<file path="config.mk">
export PLATFORM = sky130hd
export DESIGN_NAME = ecte_cam
export DESIGN_NICKNAME = d
export VERILOG_FILES = /design/src/rtl/ecte_pkg.sv /design/src/rtl/ecte_point_gen.sv /design/src/rtl/ecte_cam.sv
export SDC_FILE = /design/constraint.sdc
export NUM_CORES = 2
export LEC_CHECK = 0
export BUFFER_PORTS_ARGS = -buffer_cell sky130_fd_sc_hd__buf_2
export CELL_PAD_IN_SITES_DETAIL_PLACEMENT = 0
export CELL_PAD_IN_SITES_GLOBAL_PLACEMENT = 1
export CORE_MARGIN = 2
export CORE_UTILIZATION = 50
export DETAILED_ROUTE_END_ITERATION = 8
export PLACE_DENSITY_LB_ADDON = 0.3
export SYNTH_ARGS = -nofsm -noshare
export SYNTH_HDL_FRONTEND = slang
export SYNTH_SLANG_ARGS = --single-unit
export TNS_END_PERCENT = 10
</file>
<file path="constraint.sdc">
create_clock -name core_clk -period 52.4 [get_ports core_clk]
set_clock_uncertainty 0.15 [all_clocks]
set_input_delay 5.24 -clock core_clk [delete_from_list [all_inputs] [get_ports core_clk]]
set_output_delay 5.24 -clock core_clk [all_outputs]
set_load 0.02 [all_outputs]
</file>
<file path="src/rtl/ecte_pkg.sv">
// Constants shared by the electronic cam table editor.
package ecte_pkg;
   // =========================================================
   // Register bus
   localparam int          ECTE_AW          = 8;
   localparam int          ECTE_DW          = 32;
   localparam logic [7:0]  ADDR_CTRL        = 8'h40;
   localparam logic [7:0]  ADDR_CYCLE       = 8'h41;
   localparam logic [7:0]  ADDR_STROKE      = 8'h42;
   localparam logic [7:0]  ADDR_ADVAMT      = 8'h43;
   localparam logic [7:0]  ADDR_ADVSPD      = 8'h44;
   localparam logic [7:0]  ADDR_PCHG        = 8'h45;
   localparam logic [7:0]  ADDR_EDITPAT     = 8'h50;
   localparam logic [7:0]  ADDR_EDITCURVE   = 8'h51;
   localparam logic [7:0]  ADDR_RDREQ       = 8'h54;
   localparam logic [7:0]  ADDR_WRREQ       = 8'h55;
   localparam logic [7:0]  ADDR_RDRES       = 8'h58;
   localparam logic [7:0]  ADDR_WRRES       = 8'h59;
   localparam logic [7:0]  ADDR_INTSTAT     = 8'h60;
   localparam logic [7:0]  ADDR_INTMASK     = 8'h61;
   localparam logic [7:0]  ADDR_STATUS      = 8'h62;
   localparam logic [7:0]  ADDR_PHASE       = 8'h63;
   // =========================================================
   // Fields
   localparam int          CTRL_CAMEN       = 0;
   localparam int          CTRL_ADVEN       = 1;
   localparam int          CTRL_PAT_LSB     = 4;
   localparam int          CTRL_PAT_W       = 4;
   localparam int          INT_RD           = 0;
   localparam int          INT_WR           = 1;
   localparam int          ST_RDDONE        = 0;
   localparam int          ST_WRDONE        = 1;
   localparam int          ST_BUSY          = 2;
   localparam int          CURVE_W          = 2;
   // =========================================================
   // Codes and reset values
   localparam logic [31:0] REQ_OFF          = 32'h0000_0000;
   localparam logic [31:0] REQ_ON           = 32'h0000_0001;
   localparam logic [15:0] RESP_OK          = 16'h0000;
   localparam logic [15:0] RESP_BOTH        = 16'hFF21;
   localparam logic [15:0] RESP_COND        = 16'hFF10;
   localparam logic [15:0] RESP_PARAM       = 16'hFF11;
   localparam logic [1:0]  CURVE_LIN        = 2'h0;
   localparam logic [1:0]  CURVE_PARA       = 2'h1;
   localparam logic [1:0]  CURVE_MAX        = 2'h1;
   localparam logic [31:0] CYCLE_RST        = 32'h0000_1000;
   localparam logic [31:0] STROKE_RST       = 32'h0000_1000;
   localparam logic [31:0] ADVSPD_RST       = 32'h0000_0001;
   localparam logic [31:0] PCHG_RST         = 32'h0000_0001;
   localparam int          PT_FRAC          = 15;
   localparam int          PT_W             = 16;
   localparam logic [15:0] PT_FULL          = 16'h8000;
endpackage

</file>
<file path="src/rtl/ecte_point_gen.sv">
// Cam curve point generator: displacement of one point of a pattern.
`timescale 1ns/1ps
module ecte_point_gen
   import ecte_pkg::*;
#(
   parameter int NPT = 16
) (
   // Curve selection and point index
   input  wire logic [CURVE_W-1:0]         curve,
   input  wire logic [$clog2(NPT)-1:0]     index,
   // Displacement, PT_FULL is 100%
   output      logic [PT_W-1:0]            point
);
   localparam int LG = $clog2(NPT);
   // Parabolic shift needs PT_FRAC + 1 >= 2 * LG.
   localparam int PSH = PT_FRAC + 1 - 2 * LG;

   logic [PT_W-1:0]   rem;
   logic [2*PT_W-1:0] sq;

   always_comb begin
      rem = PT_W'(NPT) - PT_W'(index);
      sq  = '0;
      if (curve == CURVE_PARA) begin
         // Constant acceleration first half, mirrored deceleration after.
         if (2 * int'(index) < NPT) begin
            sq    = (2*PT_W)'(index) * (2*PT_W)'(index);
            point = PT_W'(sq << PSH);
         end else begin
            sq    = (2*PT_W)'(rem) * (2*PT_W)'(rem);
            point = PT_FULL - PT_W'(sq << PSH);
         end
      end else begin
         point = PT_W'(index) << (PT_FRAC - LG);
      end
   end
endmodule

</file>
<file path="src/rtl/ecte_cam.sv">
// Electronic cam unit: configuration, point tables, table edit handshake.
//
// What this block does
// - Cam disabled means clutch pulses pass straight to the axis output.
// - Patterns are stored as point data generated from curve and resolution.
// - Master cycle value is the pulse count spanning the full pattern phase.
// - Stroke amount in pulses equals 100% pattern displacement.
// - The pattern-number parameter selects which stored pattern drives slaves.
// - Advance correction applied only when its use setting is on.
// - Edits run only with all axes sync-cancelled, idle, params valid.
// - Read plus rewrite together: read runs, rewrite ends with FF21.
// - Response code is written before the completion flag rises.
// - Completion flag clears once the host drops the request.
// - Request word is 0 for off, 1 for on, reset to off.
// - Normal end reports code 0000, abnormal ends a nonzero code.
`timescale 1ns/1ps
module ecte_cam
   import ecte_pkg::*;
#(
   parameter int NPAT = 4,
   parameter int NPT  = 16,
   parameter int NAX  = 8
) (
   // Clock and reset
   input  wire logic                 core_clk,
   input  wire logic                 rst_n,
   // Register port
   input  wire logic [ECTE_AW-1:0]   regAddr,
   input  wire logic [ECTE_DW-1:0]   regWrData,
   input  wire logic                 regWr,
   input  wire logic                 regRd,
   output      logic [ECTE_DW-1:0]   regRdData,
   // Motion inputs
   input  wire logic signed [31:0]   clutchPulse,
   input  wire logic [15:0]          masterDelta,
   input  wire logic [NAX-1:0]       axisSyncCancelled,
   input  wire logic [NAX-1:0]       axisBusy,
   // Outputs
   output      logic signed [31:0]   axisPulse,
   output      logic                 camActive,
   output      logic                 readDone,
   output      logic                 rewriteDone,
   output      logic                 camIrq
);
   localparam int LG = $clog2(NPT);
   localparam int PW = $clog2(NPAT);
   localparam int SW = $clog2(NPAT * NPT);

   typedef enum logic [1:0] {IDLE, GEN, FIN} ecte_state_type;

   // =========================================================
   // Registers
   logic [7:0]         ctrl_reg;
   logic [31:0]        cycle_reg, stroke_reg, advSpd_reg, pchg_reg;
   logic signed [31:0] advAmt_reg;
   logic [CTRL_PAT_W-1:0] editPat_reg;
   logic [CURVE_W-1:0] editCurve_reg;
   logic               rdReq_reg, wrReq_reg;
   logic [15:0]        rdRes_reg, wrRes_reg;
   logic [1:0]         intStat_reg, intMask_reg;
   ecte_state_type     state_reg;
   logic [LG-1:0]      genIdx_reg;
   logic               finRd_reg, finWr_reg;
   logic [PT_W-1:0]    camPts_reg [NPAT*NPT];
   logic [CURVE_W-1:0] patCurve_reg [NPAT];
   logic [31:0]        phase_reg;
   logic [31:0]        camPos_reg;
   logic [LG-1:0]      idxPrev_reg;

   logic               camEn, advEn, editOk, rdGo, wrGo, rdOk, wrOk;
   logic [PW-1:0]      activePat;
   logic [PT_W-1:0]    genPoint, pointNow;
   logic [LG-1:0]      idxNow;
   logic [SW-1:0]      genAddr;
   logic [31:0]        effPhase, posNow, phaseSum;
   logic signed [33:0] advSum;
   logic [47:0]        prod;
   logic [ECTE_DW-1:0] rdMux;

   function automatic logic [LG-1:0] phaseIndex(input logic [31:0] p,
                                                input logic [31:0] c);
      logic [LG-1:0] idx;
      logic [LG-1:0] trial;
      idx = '0;
      // Successive approximation of floor(p * NPT / c).
      for (int b = LG - 1; b >= 0; b--) begin
         trial = idx | LG'(1 << b);
         if ((64'(p) << LG) >= 64'(trial) * 64'(c)) begin
            idx = trial;
         end
      end
      return idx;
   endfunction

   assign camEn     = ctrl_reg[CTRL_CAMEN];
   assign advEn     = ctrl_reg[CTRL_ADVEN];
   assign activePat = ctrl_reg[CTRL_PAT_LSB +: PW];
   assign editOk    = (&axisSyncCancelled) && !(|axisBusy);
   assign rdOk      = editOk && (int'(editPat_reg) < NPAT);
   assign wrOk      = rdOk && (editCurve_reg <= CURVE_MAX)
                      && (cycle_reg != '0);
   // Requests wait out a bus write cycle, so request words written back to
   // back count as raised together and the read wins over the rewrite.
   assign rdGo      = state_reg == IDLE && rdReq_reg && !readDone && !regWr;
   assign wrGo      = state_reg == IDLE && wrReq_reg && !rewriteDone
                      && !regWr;
   assign genAddr   = SW'(editPat_reg[PW-1:0]) * SW'(NPT) + SW'(genIdx_reg);

   ecte_point_gen #(
      .NPT   (NPT)
   ) u_gen (
      .curve (editCurve_reg),
      .index (genIdx_reg),
      .point (genPoint)
   );

   // =========================================================
   // Configuration registers
   always_ff @(posedge core_clk) begin
      if (!rst_n) begin
         ctrl_reg   <= '0;
         cycle_reg  <= CYCLE_RST;
         stroke_reg <= STROKE_RST;
         advAmt_reg <= '0;
         advSpd_reg <= ADVSPD_RST;
         pchg_reg   <= PCHG_RST;
      end else if (regWr) begin
         if (regAddr == ADDR_CTRL)   ctrl_reg   <= regWrData[7:0];
         if (regAddr == ADDR_CYCLE)  cycle_reg  <= regWrData;
         if (regAddr == ADDR_STROKE) stroke_reg <= regWrData;
         if (regAddr == ADDR_ADVAMT) advAmt_reg <= regWrData;
         if (regAddr == ADDR_ADVSPD) advSpd_reg <= regWrData;
         if (regAddr == ADDR_PCHG)   pchg_reg   <= regWrData;
      end
   end

   // =========================================================
   // Editing area and request words
   always_ff @(posedge core_clk) begin
      if (!rst_n) begin
         editPat_reg   <= '0;
         editCurve_reg <= CURVE_LIN;
         rdReq_reg     <= 1'b0;
         wrReq_reg     <= 1'b0;
      end else begin
         if (regWr && regAddr == ADDR_EDITPAT)
            editPat_reg <= regWrData[CTRL_PAT_W-1:0];
         // A successful read overrides a same-cycle software write.
         if (rdGo && rdOk)
            editCurve_reg <= patCurve_reg[editPat_reg[PW-1:0]];
         else if (regWr && regAddr == ADDR_EDITCURVE)
            editCurve_reg <= regWrData[CURVE_W-1:0];
         if (regWr && regAddr == ADDR_RDREQ)
            rdReq_reg <= regWrData == REQ_ON;
         if (regWr && regAddr == ADDR_WRREQ)
            wrReq_reg <= regWrData == REQ_ON;
      end
   end

   // =========================================================
   // Edit sequencer
   always_ff @(posedge core_clk) begin
      if (!rst_n) begin
         state_reg  <= IDLE;
         genIdx_reg <= '0;
         finRd_reg  <= 1'b0;
         finWr_reg  <= 1'b0;
         rdRes_reg  <= RESP_OK;
         wrRes_reg  <= RESP_OK;
      end else begin
         unique case (state_reg)
            IDLE: begin
               finRd_reg <= 1'b0;
               finWr_reg <= 1'b0;
               if (rdGo) begin
                  rdRes_reg <= rdOk ? RESP_OK : RESP_COND;
                  finRd_reg <= 1'b1;
                  state_reg <= FIN;
                  if (wrGo) begin
                     wrRes_reg <= RESP_BOTH;
                     finWr_reg <= 1'b1;
                  end
               end else if (wrGo) begin
                  if (wrOk) begin
                     genIdx_reg <= '0;
                     state_reg  <= GEN;
                  end else begin
                     wrRes_reg <= editOk ? RESP_PARAM : RESP_COND;
                     finWr_reg <= 1'b1;
                     state_reg <= FIN;
                  end
               end
            end
            GEN: begin
               genIdx_reg <= genIdx_reg + 1'b1;
               if (genIdx_reg == LG'(NPT - 1)) begin
                  wrRes_reg <= RESP_OK;
                  finWr_reg <= 1'b1;
                  state_reg <= FIN;
               end
            end
            FIN: begin
               state_reg <= IDLE;
            end
         endcase
      end
   end

   // =========================================================
   // Completion flags: raised one cycle after the result code lands.
   always_ff @(posedge core_clk) begin
      if (!rst_n) begin
         readDone    <= 1'b0;
         rewriteDone <= 1'b0;
      end else begin
         if (state_reg == FIN && finRd_reg)
            readDone <= 1'b1;
         else if (!rdReq_reg)
            readDone <= 1'b0;
         if (state_reg == FIN && finWr_reg)
            rewriteDone <= 1'b1;
         else if (!wrReq_reg)
            rewriteDone <= 1'b0;
      end
   end

   // =========================================================
   // Point tables, written only by a successful rewrite.
   always_ff @(posedge core_clk) begin
      if (!rst_n) begin
         for (int p = 0; p < NPAT; p++) patCurve_reg[p] <= CURVE_LIN;
      end else if (state_reg == GEN) begin
         camPts_reg[genAddr] <= genPoint;
         if (genIdx_reg == LG'(NPT - 1))
            patCurve_reg[editPat_reg[PW-1:0]] <= editCurve_reg;
      end
   end

   // =========================================================
   // Cam datapath. The advance amount is taken as a fixed phase
   // offset and must stay within one master cycle.
   always_comb begin
      phaseSum = phase_reg + 32'(masterDelta);
      if (phaseSum >= cycle_reg) phaseSum = phaseSum - cycle_reg;
      advSum = 34'(signed'({1'b0, phase_reg})) + 34'(advAmt_reg);
      if (advSum < 0)
         advSum = advSum + 34'(signed'({1'b0, cycle_reg}));
      else if (advSum >= 34'(signed'({1'b0, cycle_reg})))
         advSum = advSum - 34'(signed'({1'b0, cycle_reg}));
      effPhase = advEn ? advSum[31:0] : phase_reg;
      idxNow   = phaseIndex(effPhase, cycle_reg);
      pointNow = camPts_reg[SW'(activePat) * SW'(NPT) + SW'(idxNow)];
      prod     = 48'(stroke_reg) * 48'(pointNow);
      posNow   = prod[PT_FRAC +: 32];
   end

   always_ff @(posedge core_clk) begin
      if (!rst_n || !camEn)
         phase_reg <= '0;
      else
         phase_reg <= phaseSum;
   end

   always_ff @(posedge core_clk) begin
      if (!rst_n) begin
         camPos_reg  <= '0;
         idxPrev_reg <= '0;
         axisPulse   <= '0;
         camActive   <= 1'b0;
      end else begin
         camPos_reg  <= posNow;
         idxPrev_reg <= idxNow;
         camActive   <= camEn;
         if (!camEn)
            axisPulse <= clutchPulse;
         else if (idxNow < idxPrev_reg)
            // A cycle wrap carries the full stroke forward.
            axisPulse <= signed'(posNow - camPos_reg + stroke_reg);
         else
            axisPulse <= signed'(posNow - camPos_reg);
      end
   end

   // =========================================================
   // Interrupts: set wins over a same-cycle write-one clear.
   always_ff @(posedge core_clk) begin
      if (!rst_n) begin
         intStat_reg <= '0;
         intMask_reg <= '0;
         camIrq      <= 1'b0;
      end else begin
         intStat_reg <= (intStat_reg & ~((regWr && regAddr == ADDR_INTSTAT)
                        ? regWrData[1:0] : 2'h0))
                        | {state_reg == FIN && finWr_reg,
                           state_reg == FIN && finRd_reg};
         if (regWr && regAddr == ADDR_INTMASK)
            intMask_reg <= regWrData[1:0];
         camIrq <= |(intStat_reg & intMask_reg);
      end
   end

   // =========================================================
   // Read port
   always_comb begin
      unique case (regAddr)
         ADDR_CTRL:      rdMux = 32'(ctrl_reg);
         ADDR_CYCLE:     rdMux = cycle_reg;
         ADDR_STROKE:    rdMux = stroke_reg;
         ADDR_ADVAMT:    rdMux = advAmt_reg;
         ADDR_ADVSPD:    rdMux = advSpd_reg;
         ADDR_PCHG:      rdMux = pchg_reg;
         ADDR_EDITPAT:   rdMux = 32'(editPat_reg);
         ADDR_EDITCURVE: rdMux = 32'(editCurve_reg);
         ADDR_RDREQ:     rdMux = rdReq_reg ? REQ_ON : REQ_OFF;
         ADDR_WRREQ:     rdMux = wrReq_reg ? REQ_ON : REQ_OFF;
         ADDR_RDRES:     rdMux = 32'(rdRes_reg);
         ADDR_WRRES:     rdMux = 32'(wrRes_reg);
         ADDR_INTSTAT:   rdMux = 32'(intStat_reg);
         ADDR_INTMASK:   rdMux = 32'(intMask_reg);
         ADDR_STATUS:    rdMux = 32'({state_reg != IDLE, rewriteDone,
                                      readDone});
         ADDR_PHASE:     rdMux = phase_reg;
         default:        rdMux = '0;
      endcase
   end

   always_ff @(posedge core_clk) begin
      if (!rst_n || !regRd)
         regRdData <= '0;
      else
         regRdData <= rdMux;
   end
endmodule

</file>
# Word-level counts from Yosys, hierarchy flattened
# Memory sizes are Yosys's and may differ from the RTL's. A register that Yosys moved wholly into a read port is not among the register bits.
# Index checks and enable logic that the tools add are counted.
# op_classes
n_addsub	12
mul	6
order_cmp	11
n_eq_ne	29
muxes	59
n_bitwise	4
n_reduce_logical	48
# ops
op	n
32-bit case mux with 16 select lines	1
32-bit two-way mux	6
8-bit by 7-bit == test with 1-bit output (second input constant)	16
16-bit two-way mux	8
36-bit >= comparator	3
4-bit by 32-bit multiplier with 36-bit output	3
32-bit subtractor	3
32-bit adder	2
32-bit by 16-bit multiplier with 47-bit output	1
36-bit by 35-bit >= comparator with 1-bit output	1
33-bit by 32-bit adder with 34-bit output	1
34-bit by 33-bit >= comparator with 1-bit output	1
34-bit by 1-bit less-than comparator with 1-bit output (second input constant)	1
32-bit by 16-bit adder with 32-bit output	1
32-bit by 1-bit == test with 1-bit output (second input constant)	1
32-bit >= comparator	1
16-bit case mux with 2 select lines	1
32-bit nonzero test	1
2-bit two-way mux	12
1-bit two-way mux	23
1-bit logical AND	19
2-bit AND reduction	9
16-bit by 16-bit multiplier with 8-bit output	1
4-bit two-way mux	4
other kinds (30)	49
# totals
regBits	356
mem_bits_rw	1032
input_bits	108
out_inout_bits	68
elab_cells	198
mem_count	2
# mem_list
memory	words	word_bits	rd	rd_ports_with_merged_regs	write_ports	line	source
camPts_reg	64	16	1	0	1	ecte_cam.sv:64	logic [PT_W-1:0] camPts_reg [NPAT*NPT];
patCurve_reg	4	2	1	1	4	ecte_cam.sv:65	logic [CURVE_W-1:0] patCurve_reg [NPAT];

# Depth between registers and ports, before layout
# An unclocked memory read counts as a cell.
# depth
depth_word	23
mapped_depth	195
mapped_depth_nobuf	171

# Cells and area by module
# From an unflattened synthesis, not the netlist that was laid out.
# unflattened
cells_unflattened	9408
area_unflattened_um2	92521.2
# modules_own_cells
module	instances	cells_each	area_each_um2	seq_area_each_um2
ecte_cam	1	9303	91605.4	37616.1
ecte_point_gen	1	105	915.9	0.0

# Worst setup path after synthesis
# OpenSTA, ideal clock, no wires.
# synth_timing
path_type	flip-flop to flip-flop
start	reg advAmt_reg[0]
end	reg axisPulse[31]
setup_ns	0.127
t_arrival_ns	37.813
required_ns	52.123
path_slack_ns	14.310
stages_incl_launch_ff	189
n_path_buf	24
period_less_slack_ns	38.090
path_cell_list	dfxtp_1 > ha_1 > inv_1 > fa_1 > nor2b_1 > o31a_1 > o2111a_1 > o311ai_1 > nand3_1 > a21o_1 > a21o_1 > and2_1 > o21ai_0 > nand2b_1 > a21o_1 > a21oi_1 > xnor2_1 > ha_1 > [... 153 more ...] > a41oi_1 > a2111oi_0 > a2111oi_0 > nor2_1 > xnor2_1 > ha_1 > a21o_1 > a211oi_1 > o211ai_1 > a31oi_1 > o2111ai_1 > and3_1 > o21ai_0 > nand2b_1 > nor2_1 > xor2_1 > a21oi_1 > or3_1
# synth_between
elab_chain_cells	23
word_cells_on_any_way	27
classes_between	6 x add/sub; 4 x mul; 7 x order compare; 9 x mux; 1 x memory
# synth_lines
element	line	source
start: declaration	ecte_cam.sv:55	logic signed [31:0] advAmt_reg;
start signal: assignment	ecte_cam.sv:131	if (regAddr == ADDR_ADVAMT) advAmt_reg <= regWrData;
33-bit by 32-bit adder with 34-bit output (*)	ecte_cam.sv:245	advSum = 34'(signed'({1'b0, phase_reg})) + 34'(advAmt_reg);
32-bit subtractor or 34-bit by 33-bit >= comparator with 1-bit output (tied branches)	ecte_cam.sv:249, ecte_cam.sv:248	
32-bit two-way mux	ecte_cam.sv:248	else if (advSum >= 34'(signed'({1'b0, cycle_reg})))
32-bit two-way mux (*)	ecte_cam.sv:246	if (advSum < 0)
32-bit two-way mux (*)	ecte_cam.sv:250	effPhase = advEn ? advSum[31:0] : phase_reg;
36-bit by 35-bit >= comparator with 1-bit output	ecte_cam.sv:88	if ((64'(p) << LG) >= 64'(trial) * 64'(c)) begin
4-bit two-way mux	ecte_cam.sv:88	
4-bit by 32-bit multiplier with 36-bit output	ecte_cam.sv:88	
[... 2 more ...]	-	
via idxNow[2]	ecte_cam.sv:73	logic [LG-1:0] idxNow;
[... 6 more ...]	-	
6-bit by 4-bit adder with 6-bit output (*)	ecte_cam.sv:252	pointNow = camPts_reg[SW'(activePat) * SW'(NPT) + SW'(idxNow)];
memory 64 x 16 bit (*)	-	
32-bit by 16-bit multiplier with 47-bit output (*)	ecte_cam.sv:253	prod = 48'(stroke_reg) * 48'(pointNow);
via prod[23]	ecte_cam.sv:77	logic [47:0] prod;
32-bit subtractor (*)	ecte_cam.sv:278, ecte_cam.sv:280	
32-bit adder	ecte_cam.sv:278	axisPulse <= signed'(posNow - camPos_reg + stroke_reg);
32-bit two-way mux (*)	ecte_cam.sv:276	else if (idxNow < idxPrev_reg)
32-bit two-way mux (*)	ecte_cam.sv:274	if (!camEn)
end signal: assignment	ecte_cam.sv:275	axisPulse <= clutchPulse;
end signal: assignment	ecte_cam.sv:278	
end signal: assignment	ecte_cam.sv:280	axisPulse <= signed'(posNow - camPos_reg);
end: declaration	ecte_cam.sv:39	output logic signed [31:0] axisPulse,
# The timed path passes the listed nets; every way through them passes the cells marked *.
# A chain may end at the register's enable or synchronous reset.

# Final worst setup path
# layout_timing
start	reg advAmt_reg[0]
end	reg axisPulse[31]
# layout_between
elab_chain_cells	23
word_cells_on_any_way	27
classes_between	6 x add/sub; 4 x mul; 7 x order compare; 9 x mux; 1 x memory
# layout_lines
element	line
33-bit by 32-bit adder with 34-bit output (*)	ecte_cam.sv:245
32-bit subtractor or 34-bit by 33-bit >= comparator with 1-bit output (tied branches)	ecte_cam.sv:249, ecte_cam.sv:248
32-bit two-way mux	ecte_cam.sv:248
32-bit two-way mux (*)	ecte_cam.sv:246
32-bit two-way mux (*)	ecte_cam.sv:250
36-bit by 35-bit >= comparator with 1-bit output	ecte_cam.sv:88
4-bit two-way mux	ecte_cam.sv:88
4-bit by 32-bit multiplier with 36-bit output	ecte_cam.sv:88
[... 8 more ...]	-
6-bit by 4-bit adder with 6-bit output (*)	ecte_cam.sv:252
memory 64 x 16 bit (*)	-
32-bit by 16-bit multiplier with 47-bit output (*)	ecte_cam.sv:253
via prod[23]	ecte_cam.sv:77
32-bit subtractor (*)	ecte_cam.sv:278, ecte_cam.sv:280
32-bit adder	ecte_cam.sv:278
32-bit two-way mux (*)	ecte_cam.sv:276
32-bit two-way mux (*)	ecte_cam.sv:274
# Marks and branches as above.

==> results_dict.tcl <==
set metrics [dict create \
    rr_startpoint "advAmt_reg[0]" \
    clock_power_share_pct 45.0 \
    cts_tree "built" \
    crit_top_cell "a21oi_1" \
    power_switching_mw 0.360 \
    outcome "finished clean" \
    grt_start_max_net_pins 155 \
    path_buf_inv 17 \
    critPathLaunchType "flop" \
    place_inst 8768 \
    endpoint_kind "flop" \
    holdBufCountCts 0 \
    maxCapViolCount 0 \
    seq_area_frac_synth_pct 34.2 \
    start_util_pct 50.3 \
    ant_nets 0 \
    period_share_pct 84.9 \
    fillerInstances 11700 \
    root_buffer "clkbuf_16" \
    nNetsFinal 8212 \
    finish.instance_area_um2 71000 \
    drive_gt1_share_pct 7.67 \
    hold_viol 0 \
    syn-num-nets 8159 \
    cts_sinks 851 \
    io_pins 176 \
    cp.arrival_ns 44.92 \
    p_total_mw 1.49 \
    clockBufferDepth 3 \
    synth_seq_cells 851 \
    yosys_warnings 0 \
    grt_use_total_pct 30.9 \
    yosysTopAreaCellShare_pct 24.0 \
    async_flop_share_pct 0 \
    dp_hpwl_um 155000 \
    critPathKind "reg -> reg" \
    first_iter_violations 5370 \
    critPathLaunch "advAmt_reg[0]" \
    cpPeakStageDelay_ns 1.04 \
    grt_first_pass_wirelength_um 314000 \
    rsz0062_at_grt "false" \
    vias 53200 \
    htree_num_levels 3 \
    vdd_ir_drop_max_mv 0.0240 \
    die_area_um2 133000 \
    wirelength_um 207000 \
    clk_pin_slew_worst_paths_ns 0.06 \
    synth_edf_count 520 \
    syn_area_um2 65100 \
    rows 132 \
    path_depth 169 \
    largest_reg_flops 512 \
    netSwitchingFraction_pct 24.2 \
    numCtsBuffers 93 \
    slew_violations 0 \
    stdcell_count 8945 \
    ys.flop_type "edfxtp_1" \
    die_width_um 365 \
    min_period_ns 44.48 \
    ff2ff_setup_slack_ns 7.92 \
    drc_errors 0 \
    post_cts_resize_count 0 \
    routed_via_density 5.95 \
    pwr-share-comb_pct 7.6 \
    syn_inst 7069 \
    routedWlPerCell_um 23.2 \
    setup_viol 0 \
    p_int_mw 1.13 \
    fp.dieH_um 365 \
    post_cts_buffers 0 \
    netlist_top_cells_area "edfxtp_1 24%, ha_1 13%, dfxtp_1 10%, fa_1 8.7%, nand2_1 4.7%" \
    antenna_found_initial 9 \
    preCtsSetupSlack_ns 8.51 \
    r2r_end "axisPulse[31]" \
    post_dp_cell_area_um2 67900 \
    insertion_delay_ns 0.74 \
    synth.distinct_cells 103 \
    worst_pin_slew_ns 1.17 \
    power_frac_seq_pct 47.5 \
    dr.pass1.iters 9 \
    critPathTopFamily "compound AO/OA/AOI/OAI gates" \
    slew_headroom_pct 19.8 \
    p_leak_nw 30.5 \
    hold_class "reg -> reg" \
    worstPathMaxFanout 83 \
    cp_data_required_time_ns 52.84 \
    io_buffer_count 175 \
    fin_ws_ns 7.92 \
    overflow 0 \
    first_global_vias 51500 \
    crit_path_end "axisPulse[31]" \
    power.density_nw_per_um2 20.9 \
    gp_congestion 0.981 \
    yosysMostFrequentCell "nand2_1" \
    synth.largest_area_cell "edfxtp_1" \
    synth.avg_cell_area_um2 9.20 \
    core-area_um2 129000 \
    finalSetupTns_ns 0 \
    synth_commonest_cells "807 x nand2_1, 698 x ha_1, 675 x nor2_1, 593 x inv_1, 570 x a21oi_1" \
    timing.fmax_mhz 22.5 \
    area_growth_pct 9.16 \
    r2r_cells 169 \
    crit_path_top_delay_cell "a2111oi_0" \
]
power groups by stage:
stage               Combinational, mW  Clock [mW]  Sequential, mW
finish                          0.112       0.668           0.705
global route                    0.123       0.701           0.705
CTS                             0.111       0.677           0.705
detailed placement              0.110           0           0.720
global placement                0.109           0           0.720
floorplan                      0.0754           0           0.721
worst min path at each step:
stage	cells past startpoint	to	slack, ns	startpoint
2_1_floorplan	2	ctrl_reg[6]	0.29	ctrl_reg[6]
3_3_place_gp	2	advSpd_reg[18]	0.29	advSpd_reg[18]
3_5_place_dp	2	pchg_reg[3]	0.30	pchg_reg[3]
4_1_cts	2	advSpd_reg[10]	0.31	advSpd_reg[10]
5_1_grt	2	pchg_reg[12]	0.32	pchg_reg[12]
6_report	2	pchg_reg[31]	0.31	pchg_reg[31]
per-stage QoR:
stage,hold slack [ns],util (%)
4_1_cts,0.307,54.9
5_1_grt,0.321,54.9
3_3_place_gp,0.291,52.5
3_5_place_dp,0.298,52.5
2_1_floorplan,0.286,-
6_report,0.307,54.9
per-layer routing:
layer	vias up	global-route usage, %	share of wire (%)
li1	25100	-	-
met1	25700	39.9	41
met5	-	0	0.020
met4	6	14.6	5.4
met3	473	5.10	7.2
met2	1940	50.6	47
cell usage in the layout (no fill, tap or decap), types with 18 or more instances in the layout:
| cell | count |
|---|---|
| nor2_1 | 667 |
| xor2_1 | 105 |
| or3_1 | 36 |
| nand2b_1 | 50 |
| a31oi_1 | 127 |
| a21o_1 | 126 |
| buf_2 | 175 |
| o21ai_0 | 190 |
| a222oi_1 | 48 |
| xnor2_1 | 160 |
| o21bai_1 | 70 |
| o21a_1 | 42 |
| nor3_1 | 83 |
| a211oi_1 | 159 |
| nand4_1 | 54 |
| and2_1 | 189 |
| mux2i_1 | 82 |
| clkinv_2 | 20 |
| a221oi_1 | 19 |
| dfxtp_1 | 329 |
| buf_4 | 122 |
| clkbuf_16 | 93 |
| a22oi_1 | 25 |
| nor2b_1 | 51 |
| o211ai_1 | 57 |
| a311oi_1 | 30 |
| and3_1 | 43 |
| edfxtp_1 | 520 |
| fa_1 | 284 |
| ha_1 | 698 |
| o22ai_1 | 22 |
| a211o_1 | 24 |
| nand3_1 | 138 |
| a21oi_1 | 566 |
| nor4_1 | 34 |
| clkinv_1 | 18 |
| inv_1 | 592 |
| nand2_1 | 807 |
cell families (layout without fill, tap and decap cells):
family / after synthesis / in the layout / share of synthesized area [%]
and+or+nand+nor: 2227 / 2227 / 15.4
AOI/OAI and AO/OA: 1693 / 1693 / 17.1
adders and majority gates: 982 / 982 / 22.2
buffers and inverters: 939 / 1070 / 5.60
DFF: 851 / 851 / 34.2
xor gates and xnor gates: 265 / 265 / 3.57
muxes: 110 / 110 / 1.93
other: 2 / 5 / 0.0115
worst reg2reg max path, delay by kind of cell, from the launching register on:
family / cells / cell delay [ns]
muxes: 3 / 0.75
and+or+nand+nor: 29 / 5.46
adders and majority gates: 27 / 9.78
buffers and inverters: 17 / 4.81
xor gates and xnor gates: 7 / 1.23
AOI/OAI and AO/OA: 86 / 21.89
DFF: 1 / 0.33
final cells by class:
| type | count | area [um2] | area share [%] |
|---|---|---|---|
| Timing Repair Buffer | 298 | 1810 | 2.55 |
| Antenna cell | 3 | 7.51 | 0.0106 |
| Inverter | 599 | 2270 | 3.19 |
| Multi-Input combinational cell | 5279 | 39400 | 55.5 |
| Clock inverter | 56 | 604 | 0.851 |
| Sequential cell | 851 | 22200 | 31.3 |
| Tap cell | 1742 | 2180 | 3.07 |
| Clock buffer | 117 | 2510 | 3.53 |
Note: power is estimated with default switching activity, not from simulation.
